<file path="src/logic/csp_pkg.sv">
package csp_pkg;

  localparam int CSP_AW = 16;
  localparam int CSP_DW = 16;

  // Setup words
  localparam logic [15:0] CSP_ADDR_TAG_COMM = 16'h19d3;
  localparam logic [15:0] CSP_ADDR_SERIAL_SVC = 16'h19d8;
  localparam logic [15:0] CSP_ADDR_PERIPH_SVC = 16'h19d9;
  localparam logic [15:0] CSP_ADDR_CYCLE_MON = 16'h19da;
  localparam logic [15:0] CSP_ADDR_MIN_CYCLE = 16'h19db;
  localparam logic [15:0] CSP_ADDR_FILTER = 16'h19dc;
  localparam logic [15:0] CSP_ADDR_INT_EN = 16'h19e4;
  localparam logic [15:0] CSP_ADDR_FAST_TMR = 16'h19e5;
  localparam logic [15:0] CSP_ADDR_INT0_REFRESH = 16'h19e6;
  localparam logic [15:0] CSP_ADDR_INT1_REFRESH = 16'h19e7;
  // Block status and control
  localparam logic [15:0] CSP_ADDR_STATUS = 16'h19f0;
  localparam logic [15:0] CSP_ADDR_CLEAR = 16'h19f1;
  localparam logic [15:0] CSP_ADDR_ENABLE = 16'h19f2;
  localparam logic [15:0] CSP_ADDR_CONTROL = 16'h19f3;

  localparam logic [15:0] CSP_WORD_RESET = 16'h0000;
  localparam logic [15:0] CSP_MIN_CYCLE_RESET = 16'h0000;

  // Byte and nibble codes
  localparam logic [7:0] CSP_ENA_OFF = 8'h00;
  localparam logic [7:0] CSP_ENA_ON = 8'h01;
  localparam logic [7:0] CSP_MON_UNIT_10MS = 8'h01;
  localparam logic [7:0] CSP_MON_UNIT_100MS = 8'h02;
  localparam logic [7:0] CSP_MON_UNIT_1S = 8'h03;
  localparam logic [7:0] CSP_REFRESH_ON = 8'h00;
  localparam logic [3:0] CSP_NIB_INTERRUPT = 4'h1;
  localparam logic [3:0] CSP_RESP_INTERRUPT = 4'h1;

  // Field positions
  localparam int CSP_RESP_LSB = 4;
  localparam int CSP_BYTE_HI_LSB = 8;
  localparam int CSP_FILT_HI_LSB = 4;
  localparam int CSP_NUM_INT_IN = 4;

  // Defaults and limits in their own units
  localparam logic [6:0] CSP_SERIAL_DEFAULT_PCT = 7'h05;
  localparam logic [7:0] CSP_PERIPH_DEFAULT_MS = 8'h78;
  localparam logic [16:0] CSP_MON_DEFAULT_MS = 17'h00078;
  localparam logic [16:0] CSP_MON_10MS = 17'h0000a;
  localparam logic [16:0] CSP_MON_100MS = 17'h00064;
  localparam logic [16:0] CSP_MON_1S = 17'h003e8;
  localparam logic [4:0] CSP_FAST_TIMERS_ALL = 5'h10;
  localparam logic [16:0] CSP_ELAPSED_MAX = 17'h1ffff;

  // Timing
  localparam int CSP_CLK_PERIOD_NS = 40;
  localparam int CSP_MS_NS = 1000000;
  localparam int CSP_MS_CYCLES = CSP_MS_NS / CSP_CLK_PERIOD_NS;

  // Status and control bits
  localparam int CSP_ST_OVERRUN = 0;
  localparam int CSP_ST_SCAN_END = 1;
  localparam int CSP_NUM_EVENTS = 2;
  localparam int CSP_CTRL_START = 0;
  localparam int CSP_CTRL_STOP = 1;
  localparam int CSP_CTRL_RESTART = 2;

  typedef struct packed {
    logic [15:0] addr;
    logic [15:0] wdata;
    logic wr;
    logic rd;
  } csp_bus_req_t;

  typedef struct packed {
    logic resp_irq_mode;
    logic [6:0] serial_pct;
    logic periph_by_pct;
    logic [6:0] periph_pct;
    logic [7:0] filter_lo_ms;
    logic [7:0] filter_hi_ms;
    logic [3:0] int_input_en;
    logic [4:0] fast_timer_count;
    logic [1:0] int_refresh_en;
  } csp_cfg_t;

  typedef enum logic [1:0] {
    CSP_STOPPED,
    CSP_SCAN,
    CSP_PAD
  } csp_state_t;

  function automatic logic [7:0] csp_filter_ms(input logic [3:0] code);
    logic [7:0] ms;
    ms = 8'h08;
    if (code >= 4'h1 && code <= 4'h8) begin
      ms = 8'h01 << (code - 4'h1);
    end
    return ms;
  endfunction : csp_filter_ms

endpackage : csp_pkg

</file>
<file path="src/logic/csp_bcd2bin.sv">
`timescale 1ns/10ps
module csp_bcd2bin #(
  parameter int DIGITS = 2,
  parameter int BW = 7
) (
  input wire logic [4*DIGITS-1:0] bcd,
  output logic [BW-1:0] bin
);
  // Digits above nine are not clamped; software is expected to write true BCD
  always_comb begin
    bin = '0;
    for (int i = DIGITS - 1; i >= 0; i--) begin
      bin = BW'(bin * BW'(10) + BW'(bcd[4*i +: 4]));
    end
  end
endmodule : csp_bcd2bin

</file>
<file path="src/logic/csp_bank.sv">
// Design decision made here: the plain strobed port.
`timescale 1ns/10ps
module csp_bank
  import csp_pkg::*;
#(
  parameter int MS_CYCLES = CSP_MS_CYCLES
) (
  input wire logic clock,
  input wire logic rst,
  input wire csp_bus_req_t bus,
  output logic [15:0] rdata_q,
  input wire logic scan_work_done,
  output logic scan_begin_q,
  output logic running_q,
  output logic overrun_q,
  output csp_cfg_t cfg_q,
  output logic irq_q
);

  // Software-side words
  logic [15:0] tag_comm_setup_q;
  logic [15:0] serial_port_service_time_q;
  logic [15:0] peripheral_port_service_time_q;
  logic [15:0] cycle_monitor_time_q;
  logic [15:0] minimum_cycle_time_q;
  logic [15:0] input_filter_constants_q;
  logic [15:0] input_interrupt_enables_q;
  logic [15:0] fast_timer_refresh_count_q;
  logic [15:0] interrupt0_input_refresh_q;
  logic [15:0] interrupt1_input_refresh_q;

  logic [CSP_NUM_EVENTS-1:0] status_q;
  logic [CSP_NUM_EVENTS-1:0] irq_enable_q;

  // Values in force for the scan engine
  logic [16:0] mon_limit_q;
  logic [13:0] min_cycle_q;
  csp_state_t state_q;
  csp_state_t state_d;
  logic [15:0] prescale_q;
  logic [16:0] elapsed_q;

  // Address decode
  // Exact decode: each word answers at one address only
  wire sel_tag = bus.addr == CSP_ADDR_TAG_COMM;
  wire sel_serial = bus.addr == CSP_ADDR_SERIAL_SVC;
  wire sel_periph = bus.addr == CSP_ADDR_PERIPH_SVC;
  wire sel_mon = bus.addr == CSP_ADDR_CYCLE_MON;
  wire sel_min = bus.addr == CSP_ADDR_MIN_CYCLE;
  wire sel_filter = bus.addr == CSP_ADDR_FILTER;
  wire sel_int_en = bus.addr == CSP_ADDR_INT_EN;
  wire sel_fast = bus.addr == CSP_ADDR_FAST_TMR;
  wire sel_ref0 = bus.addr == CSP_ADDR_INT0_REFRESH;
  wire sel_ref1 = bus.addr == CSP_ADDR_INT1_REFRESH;
  wire sel_status = bus.addr == CSP_ADDR_STATUS;
  wire sel_clear = bus.addr == CSP_ADDR_CLEAR;
  wire sel_enable = bus.addr == CSP_ADDR_ENABLE;
  wire sel_ctrl = bus.addr == CSP_ADDR_CONTROL;

  // Control writes act as one-cycle commands; nothing of them is stored
  wire ctrl_wr = bus.wr && sel_ctrl;
  wire start_cmd = ctrl_wr && bus.wdata[CSP_CTRL_START];
  wire stop_cmd = ctrl_wr && bus.wdata[CSP_CTRL_STOP];
  wire restart_cmd = ctrl_wr && bus.wdata[CSP_CTRL_RESTART];

  // Read multiplexer; unmapped and write-only addresses read zero
  // Reserved bits of every setup word are stored and read back as written
  wire [15:0] ctrl_rd_word = {14'h0000, overrun_q, running_q};
  logic [15:0] rd_mux;
  always_comb begin
    rd_mux = 16'h0000;
    unique case (1'b1)
      sel_tag: rd_mux = tag_comm_setup_q;
      sel_serial: rd_mux = serial_port_service_time_q;
      sel_periph: rd_mux = peripheral_port_service_time_q;
      sel_mon: rd_mux = cycle_monitor_time_q;
      sel_min: rd_mux = minimum_cycle_time_q;
      sel_filter: rd_mux = input_filter_constants_q;
      sel_int_en: rd_mux = input_interrupt_enables_q;
      sel_fast: rd_mux = fast_timer_refresh_count_q;
      sel_ref0: rd_mux = interrupt0_input_refresh_q;
      sel_ref1: rd_mux = interrupt1_input_refresh_q;
      sel_status: rd_mux = 16'(status_q);
      sel_enable: rd_mux = 16'(irq_enable_q);
      sel_ctrl: rd_mux = ctrl_rd_word;
      default: rd_mux = 16'h0000;
    endcase
  end

  // Read data stand for one cycle only and are zero otherwise
  always_ff @(posedge clock) begin
    if (rst) begin
      rdata_q <= 16'h0000;
    end else begin
      rdata_q <= bus.rd ? rd_mux : 16'h0000;
    end
  end

  // Setup word storage; writes only land here, nothing in force changes yet
  always_ff @(posedge clock) begin
    if (rst) begin
      tag_comm_setup_q <= CSP_WORD_RESET;
      serial_port_service_time_q <= CSP_WORD_RESET;
      peripheral_port_service_time_q <= CSP_WORD_RESET;
      cycle_monitor_time_q <= CSP_WORD_RESET;
      minimum_cycle_time_q <= CSP_MIN_CYCLE_RESET;
      input_filter_constants_q <= CSP_WORD_RESET;
      input_interrupt_enables_q <= CSP_WORD_RESET;
      fast_timer_refresh_count_q <= CSP_WORD_RESET;
      interrupt0_input_refresh_q <= CSP_WORD_RESET;
      interrupt1_input_refresh_q <= CSP_WORD_RESET;
    end else if (bus.wr) begin
      if (sel_tag) tag_comm_setup_q <= bus.wdata;
      if (sel_serial) serial_port_service_time_q <= bus.wdata;
      if (sel_periph) peripheral_port_service_time_q <= bus.wdata;
      if (sel_mon) cycle_monitor_time_q <= bus.wdata;
      if (sel_min) minimum_cycle_time_q <= bus.wdata;
      if (sel_filter) input_filter_constants_q <= bus.wdata;
      if (sel_int_en) input_interrupt_enables_q <= bus.wdata;
      if (sel_fast) fast_timer_refresh_count_q <= bus.wdata;
      if (sel_ref0) interrupt0_input_refresh_q <= bus.wdata;
      if (sel_ref1) interrupt1_input_refresh_q <= bus.wdata;
    end
  end

  // BCD fields
  logic [6:0] serial_bcd_val;
  logic [6:0] periph_bcd_val;
  logic [6:0] mon_bcd_val;
  logic [6:0] fast_bcd_val;
  logic [13:0] min_bcd_val;

  csp_bcd2bin #(.DIGITS(2), .BW(7)) u_serial_bcd (
    .bcd(serial_port_service_time_q[7:0]),
    .bin(serial_bcd_val)
  );
  csp_bcd2bin #(.DIGITS(2), .BW(7)) u_periph_bcd (
    .bcd(peripheral_port_service_time_q[7:0]),
    .bin(periph_bcd_val)
  );
  csp_bcd2bin #(.DIGITS(2), .BW(7)) u_mon_bcd (
    .bcd(cycle_monitor_time_q[7:0]),
    .bin(mon_bcd_val)
  );
  csp_bcd2bin #(.DIGITS(2), .BW(7)) u_fast_bcd (
    .bcd(fast_timer_refresh_count_q[7:0]),
    .bin(fast_bcd_val)
  );
  // Four BCD digits reach 9999, which fits in 14 bits
  csp_bcd2bin #(.DIGITS(4), .BW(14)) u_min_bcd (
    .bcd(minimum_cycle_time_q),
    .bin(min_bcd_val)
  );

  // Decoded settings, waiting for the next start
  wire [7:0] serial_ena = serial_port_service_time_q[15:CSP_BYTE_HI_LSB];
  wire [7:0] periph_ena = peripheral_port_service_time_q[15:CSP_BYTE_HI_LSB];
  wire [7:0] mon_unit = cycle_monitor_time_q[15:CSP_BYTE_HI_LSB];
  wire [7:0] fast_ena = fast_timer_refresh_count_q[15:CSP_BYTE_HI_LSB];

  wire [6:0] serial_pct_d = (serial_ena == CSP_ENA_ON) ? serial_bcd_val
                                                        : CSP_SERIAL_DEFAULT_PCT;
  wire periph_by_pct_d = periph_ena == CSP_ENA_ON;
  wire [6:0] periph_pct_d = periph_by_pct_d ? periph_bcd_val : 7'h00;
  // Counts above 31 are cut to five bits; only 00 to 15 are meaningful
  wire [4:0] fast_count_d = (fast_ena == CSP_ENA_ON) ? fast_bcd_val[4:0]
                                                      : CSP_FAST_TIMERS_ALL;
  // Codes 9 to 15 fall back to 8 ms, like code 0
  wire [7:0] filt_lo_d = csp_filter_ms(input_filter_constants_q[3:0]);
  wire [7:0] filt_hi_d = csp_filter_ms(input_filter_constants_q[CSP_FILT_HI_LSB +: 4]);

  // One nibble per input; any code but 1 leaves the input normal
  logic [3:0] int_en_d;
  always_comb begin
    for (int i = 0; i < CSP_NUM_INT_IN; i++) begin
      int_en_d[i] = input_interrupt_enables_q[4*i +: 4] == CSP_NIB_INTERRUPT;
    end
  end

  // Only 00 refreshes; any other high byte skips the refresh
  wire [1:0] refresh_d = {
    interrupt1_input_refresh_q[15:CSP_BYTE_HI_LSB] == CSP_REFRESH_ON,
    interrupt0_input_refresh_q[15:CSP_BYTE_HI_LSB] == CSP_REFRESH_ON
  };

  // Unknown unit codes fall back to the default limit
  // The largest product, 99 s in ms, still fits in 17 bits
  logic [16:0] mon_limit_d;
  always_comb begin
    unique case (mon_unit)
      CSP_MON_UNIT_10MS: mon_limit_d = 17'(17'(mon_bcd_val) * CSP_MON_10MS);
      CSP_MON_UNIT_100MS: mon_limit_d = 17'(17'(mon_bcd_val) * CSP_MON_100MS);
      CSP_MON_UNIT_1S: mon_limit_d = 17'(17'(mon_bcd_val) * CSP_MON_1S);
      default: mon_limit_d = CSP_MON_DEFAULT_MS;
    endcase
  end

  wire resp_irq_mode_d = tag_comm_setup_q[CSP_RESP_LSB +: 4] == CSP_RESP_INTERRUPT;

  // Port, cycle and interrupt groups load when operation starts; the startup
  // group loads only on a restart, so a plain stop and start leaves it alone
  wire apply_run = start_cmd && !restart_cmd && state_q == CSP_STOPPED;
  always_ff @(posedge clock) begin
    if (rst) begin
      // Reset leaves every setting in force at its default
      cfg_q.resp_irq_mode <= 1'b0;
      cfg_q.serial_pct <= CSP_SERIAL_DEFAULT_PCT;
      cfg_q.periph_by_pct <= 1'b0;
      cfg_q.periph_pct <= 7'h00;
      cfg_q.filter_lo_ms <= csp_filter_ms(4'h0);
      cfg_q.filter_hi_ms <= csp_filter_ms(4'h0);
      cfg_q.int_input_en <= 4'h0;
      cfg_q.fast_timer_count <= CSP_FAST_TIMERS_ALL;
      cfg_q.int_refresh_en <= 2'h3;
      mon_limit_q <= CSP_MON_DEFAULT_MS;
      min_cycle_q <= 14'h0000;
    end else begin
      if (restart_cmd) begin
        cfg_q.resp_irq_mode <= resp_irq_mode_d;
      end
      if (apply_run) begin
        cfg_q.serial_pct <= serial_pct_d;
        cfg_q.periph_by_pct <= periph_by_pct_d;
        cfg_q.periph_pct <= periph_pct_d;
        cfg_q.filter_lo_ms <= filt_lo_d;
        cfg_q.filter_hi_ms <= filt_hi_d;
        cfg_q.int_input_en <= int_en_d;
        cfg_q.fast_timer_count <= fast_count_d;
        cfg_q.int_refresh_en <= refresh_d;
        mon_limit_q <= mon_limit_d;
        min_cycle_q <= min_bcd_val;
      end
    end
  end

  // Millisecond time base, restarted with each scan
  // Held at zero while stopped, so the first millisecond of a scan is a whole one
  wire ms_tick = prescale_q == 16'(MS_CYCLES - 1);
  wire scan_begin_d;
  always_ff @(posedge clock) begin
    if (rst || scan_begin_d || state_q == CSP_STOPPED) begin
      prescale_q <= 16'h0000;
    end else begin
      prescale_q <= ms_tick ? 16'h0000 : 16'(prescale_q + 16'h0001);
    end
  end

  // Saturates instead of wrapping, so a hung scan still trips the monitor
  always_ff @(posedge clock) begin
    if (rst || scan_begin_d || state_q == CSP_STOPPED) begin
      elapsed_q <= 17'h00000;
    end else if (ms_tick && elapsed_q != CSP_ELAPSED_MAX) begin
      elapsed_q <= 17'(elapsed_q + 17'h00001);
    end
  end

  // A zero minimum is always met, so the cycle runs free
  wire min_met = elapsed_q >= 17'(min_cycle_q);
  // The monitor watches the scan itself; padding time never counts as overrun
  wire overrun = state_q == CSP_SCAN && elapsed_q > mon_limit_q;

  // Stop and restart override every other transition
  always_comb begin
    state_d = state_q;
    unique case (state_q)
      CSP_STOPPED: if (apply_run) state_d = CSP_SCAN;
      CSP_SCAN: begin
        if (overrun) begin
          state_d = CSP_STOPPED;
        end else if (scan_work_done && !min_met) begin
          state_d = CSP_PAD;
        end
      end
      CSP_PAD: if (min_met) state_d = CSP_SCAN;
      default: state_d = CSP_STOPPED;
    endcase
    if (stop_cmd || restart_cmd) state_d = CSP_STOPPED;
  end

  // A start opens a scan at once; later scans need the work done and the minimum met
  assign scan_begin_d = state_d == CSP_SCAN &&
                        (state_q != CSP_SCAN || (scan_work_done && min_met && !overrun));

  // running_q mirrors state_q, so a control read never sees a half-started scan
  always_ff @(posedge clock) begin
    if (rst) begin
      state_q <= CSP_STOPPED;
      scan_begin_q <= 1'b0;
      running_q <= 1'b0;
    end else begin
      state_q <= state_d;
      scan_begin_q <= scan_begin_d;
      running_q <= state_d != CSP_STOPPED;
    end
  end

  // Error flag holds until a new start; the set wins over that clear
  always_ff @(posedge clock) begin
    if (rst) begin
      overrun_q <= 1'b0;
    end else if (overrun) begin
      overrun_q <= 1'b1;
    end else if (apply_run) begin
      overrun_q <= 1'b0;
    end
  end

  // Sticky events; a same-cycle event beats the software clear
  // Done pulses while stopped or padding raise no event
  wire scan_end_evt = state_q == CSP_SCAN && scan_work_done;
  wire [CSP_NUM_EVENTS-1:0] events;
  assign events[CSP_ST_OVERRUN] = overrun;
  assign events[CSP_ST_SCAN_END] = scan_end_evt;
  wire clear_wr = bus.wr && sel_clear;
  wire enable_wr = bus.wr && sel_enable;
  wire [CSP_NUM_EVENTS-1:0] clear_mask = clear_wr ? bus.wdata[CSP_NUM_EVENTS-1:0] : '0;
  wire [CSP_NUM_EVENTS-1:0] status_d = (status_q & ~clear_mask) | events;
  wire [CSP_NUM_EVENTS-1:0] irq_enable_d = enable_wr ? bus.wdata[CSP_NUM_EVENTS-1:0] : irq_enable_q;
  // Built from next status and enable so the level never lags the bits it reports
  wire irq_d = |(status_d & irq_enable_d);

  always_ff @(posedge clock) begin
    if (rst) begin
      status_q <= '0;
      irq_enable_q <= '0;
      irq_q <= 1'b0;
    end else begin
      status_q <= status_d;
      irq_enable_q <= irq_enable_d;
      irq_q <= irq_d;
    end
  end

endmodule : csp_bank

</file>
<file path="config.mk">
export PLATFORM = sky130hd
export DESIGN_NAME = csp_bank
export DESIGN_NICKNAME = d
export VERILOG_FILES = /design/src/logic/csp_pkg.sv /design/src/logic/csp_bcd2bin.sv /design/src/logic/csp_bank.sv
export SDC_FILE = /design/constraint.sdc
export NUM_CORES = 1
export LEC_CHECK = 0
export ABC_AREA = 0
export ABC_CLOCK_PERIOD_IN_PS = 11400
export BUFFER_PORTS_ARGS = -buffer_cell sky130_fd_sc_hd__buf_2
export CORE_ASPECT_RATIO = 2
export CORE_MARGIN = 4
export CORE_UTILIZATION = 25
export CTS_CLUSTER_DIAMETER = 150
export DETAILED_ROUTE_END_ITERATION = 8
export GPL_TIMING_DRIVEN = 0
export PLACE_DENSITY = 0.38
export SLEW_MARGIN = 20
export SYNTH_ARGS = -nofsm -noshare
export SYNTH_HDL_FRONTEND = slang
export SYNTH_SLANG_ARGS = --single-unit
</file>
<file path="constraint.sdc">
create_clock -name clock -period 11.4 [get_ports clock]
set_input_delay 3.42 -clock clock [delete_from_list [all_inputs] [get_ports clock]]
set_output_delay 3.42 -clock clock [all_outputs]
set_load 0.01 [all_outputs]
</file>
==> flow_summary.yaml <==
status:
  status: "complete, no violations"
synth:
  yosysSeqAreaShare_pct: 34.5
  synth_warnings: 0
  yosysMostFrequentCell: "nand2_1"
  async_reset_ff_share_pct: 0
  netlist_top_cells_area: "dfxtp_1 (35%), ha_1 (12%), nand2_1 (9.6%), a21oi_1 (7.6%), fa_1 (4.0%)"
  synthFlopType: "dfxtp_1"
  synth-edff-count: 0
  ys_ff_latch: 292
  ys_types: 64
  netlist.top_cell.by_area: "dfxtp_1"
  synth_fp_nets: 2248
  netlist_top_cells_count: "nand2_1 (431), dfxtp_1 (292), a21oi_1 (256)"
  syn_inst: 2014
  avgSynthCellArea_um2: 8.40
  syn_area_um2: 16900
  synth_top_area_share_pct: 34.5
timing:
  hold_violations: 0
  drv_slew: 0
  tns_ps: 0
  rsz0062_at_grt: "false"
  setup_viol: 0
  tightestPinTransition_ps: 1060
  min_period_over_period_pct: 56.8
  min_period_ps: 6480
  fin_ws_ps: 4920
  clock_skew_ps: 28.0
  fmax_mhz: 154
  max_slew_margin_pct: 29.1
final_layout:
  multi_input_area_um2: 10300
  fin_nets: 2365
  areaGrowthSynthToFinish_pct: 15.6
  n_antenna_cell: 0
  largest_register_ffs: 43
  top_register: "cfg_q"
  nFillCells: 7134
  seqCellArea_um2: 5850
  top_regs: "cfg_q x43, elapsed_q x17"
  drive_gt1_share_pct: 8.28
floorplan:
  initial_utilization_pct: 25.3
  die_w_um: 192
  coreArea_um2: 66900
  std_cell_rows: 134
  io-pin-count: 100
  dieArea_um2: 72200
  die_h_um: 376
setup_path:
  cp-start-kind: "flop"
  worstSetupPathType: "reg2reg"
  rr_startpoint: "minimum_cycle_time_q[15]$_SDFFE_PP0P_"
  regToRegEndpoint: "min_cycle_q[13]$_SDFFE_PP0P_"
  endpoint_kind: "flop"
  cp.required_ps: 11940
  arrival_ps: 7020
  reg2regPathDepth: 21
  crit_path_end: "min_cycle_q[13]$_SDFFE_PP0P_"
  cp_max_fo: 7
  rrSetupSlack_ps: 4920
  critical_path.startpoint: "minimum_cycle_time_q[15]$_SDFFE_PP0P_"
drt:
  drt_pass1_iterations: 5
  ant_nets: 0
  wirelength_mm: 66.2
  drcViolationCount: 0
  vias: 14699
  viasPerCell: 4.84
  drtIter0Drc: 723
  wire_per_inst_um: 21.8
clocking:
  cts.repair.resized: 0
  cts.sinks: 292
  cts-htree-levels: 1
  cts_buffer_depth: 3
  clkLatencyLatePin_ps: 590
  postCtsHoldBufs: 0
  path_clk_slew_ps: 70
  post_cts_buffers: 0
  ctsRootBufferMaster: "clkbuf_16"
  cts_buffers: 30
  tritoncts: "built"
run:
  max_cap_violations: 0
global_routing:
  grt_max_degree: 16
  grt_pass1_wl_mm: 97.6
  antenna_found_initial: 0
  grt_remaining_overflow: 0
  grt_pass1_vias: 15450
  gr-usage-all-layers_pct: 18.1
power_and_ir_drop:
  p_seq_share_pct: 46.3
  p_leak_nw: 7.77
  p_switching_mw: 0.514
  p_clk_share_pct: 50.5
  p_int_mw: 1.69
  combPwrFrac_pct: 3.2
  swShare_pct: 23.3
  peakVddDrop_mv: 0.101
  power.density_nw_per_um2: 113
  p_total_mw: 2.20
placed_design:
  place_ws_ps: 4540
  dp_hpwl_mm: 54.1
  io_buffers: 85
  gp_congestion: 0.889
min_path:
  min_path_type: "reg2reg"
-- layer usage --
layer / wire length (um) / vias up / GRT usage (%)
met1: 21200 / 7063 / 16.6
met3: 2670 / 133 / 2.03
li1: - / 7149 / -
met5: 0 / - / 0
met4: 4310 / 0 / 9.97
met2: 38100 / 354 / 37.0
-- power by group through the flow --
stage / registers (mW) / logic (mW) / clock network, mW
floorplan: 1.04 / 0.0324 / 0
global placement: 1.04 / 0.0699 / 0
detailed placement: 1.04 / 0.0702 / 0
CTS: 1.02 / 0.0704 / 1.14
global route: 1.02 / 0.0733 / 1.17
finish: 1.02 / 0.0697 / 1.11
-- layout make-up --
class	instances	share of cell area, %
flip-flops and latches	292	29.9
repair buffers	85	2.18
multi-input cells	1508	52.5
well taps	884	5.66
plain buffers	115	2.29
inverters	99	1.90
clock inverters	11	1.03
clock buffers	41	4.52
-- worst max-delay path, cell delays in order (launching register included) --
cell,delay [ps]
dfxtp_1,540
ha_1,310
ha_1,230
fa_1,560
nand2_1,70
nor2_1,150
nor4bb_1,570
ha_1,330
ha_1,340
xnor2_1,350
xnor2_1,180
ha_1,320
ha_1,330
or2_2,320
o31ai_1,70
a31oi_1,100
xnor2_1,220
nor2_1,110
nand4_1,190
xnor3_1,410
xnor2_1,550
o21a_1,170
-- kinds of logic after synthesis --
group                    Yosys count  share of synthesized area, %
AND/OR/NAND/NOR                  746                          19.7
XOR/XNOR                         106                          5.57
multiplexers                      45                          4.89
adder cells (fa/ha/maj)          197                          16.1
flip-flops                       292                          34.5
buffers and inverters            214                          4.84
AO/OA/AOI/OAI                    414                          14.3
-- cells in the final DEF, fill, tap and decap left out, types with 6 or more instances in the layout --
master,netlist,routed
xor2_1,41,41
nand2_1,431,431
nand4_1,19,19
mux2i_1,13,13
o22ai_1,6,6
nand4b_1,8,8
o21a_1,9,9
nor4_1,8,8
a21o_1,25,25
and2_1,7,7
nor3b_1,7,7
ha_1,163,163
xnor2_1,64,63
o21ai_0,31,31
clkbuf_1,104,107
fa_1,34,34
nand2b_1,12,12
mux4_2,30,30
nor2_1,117,117
a21oi_1,256,256
nor3_1,18,18
buf_1,8,8
clkbuf_16,0,31
nor2b_1,23,23
clkbuf_8,0,7
and3_1,20,20
a22oi_1,37,37
nor4b_1,12,11
a211oi_1,11,11
dfxtp_1,292,292
inv_1,99,99
a222oi_1,6,6
nand3_1,47,47
buf_2,1,86
-- stage by stage --
| step | hold WS [ps] | cell area, um2 | util [%] | std cells |
|---|---|---|---|---|
| floorplan | 417 | 16900 | - | 2014 |
| global placement | 431 | 18500 | 27.6 | 2983 |
| finish | 444 | 19600 | 29.2 | 3035 |
| CTS | 453 | 19600 | 29.2 | 3035 |
| detailed placement | 437 | 18500 | 27.6 | 2983 |
| global route | 463 | 19600 | 29.2 | 3035 |
-- worst min-delay path by stage --
stage | cells past startpoint | to | startpoint
6_report | 1 | prescale_q[0]$_SDFF_PP0_ | prescale_q[0]$_SDFF_PP0_
5_1_grt | 2 | mon_limit_q[14]$_SDFFE_PP0P_ | mon_limit_q[14]$_SDFFE_PP0P_
4_1_cts | 2 | cfg_q[9]$_SDFFE_PP0P_ | cfg_q[9]$_SDFFE_PP0P_
3_5_place_dp | 1 | prescale_q[0]$_SDFF_PP0_ | prescale_q[0]$_SDFF_PP0_
3_3_place_gp | 1 | prescale_q[0]$_SDFF_PP0_ | prescale_q[0]$_SDFF_PP0_
2_1_floorplan | 1 | prescale_q[0]$_SDFF_PP0_ | prescale_q[0]$_SDFF_PP0_
Note: power is estimated with default switching activity, not from simulation.
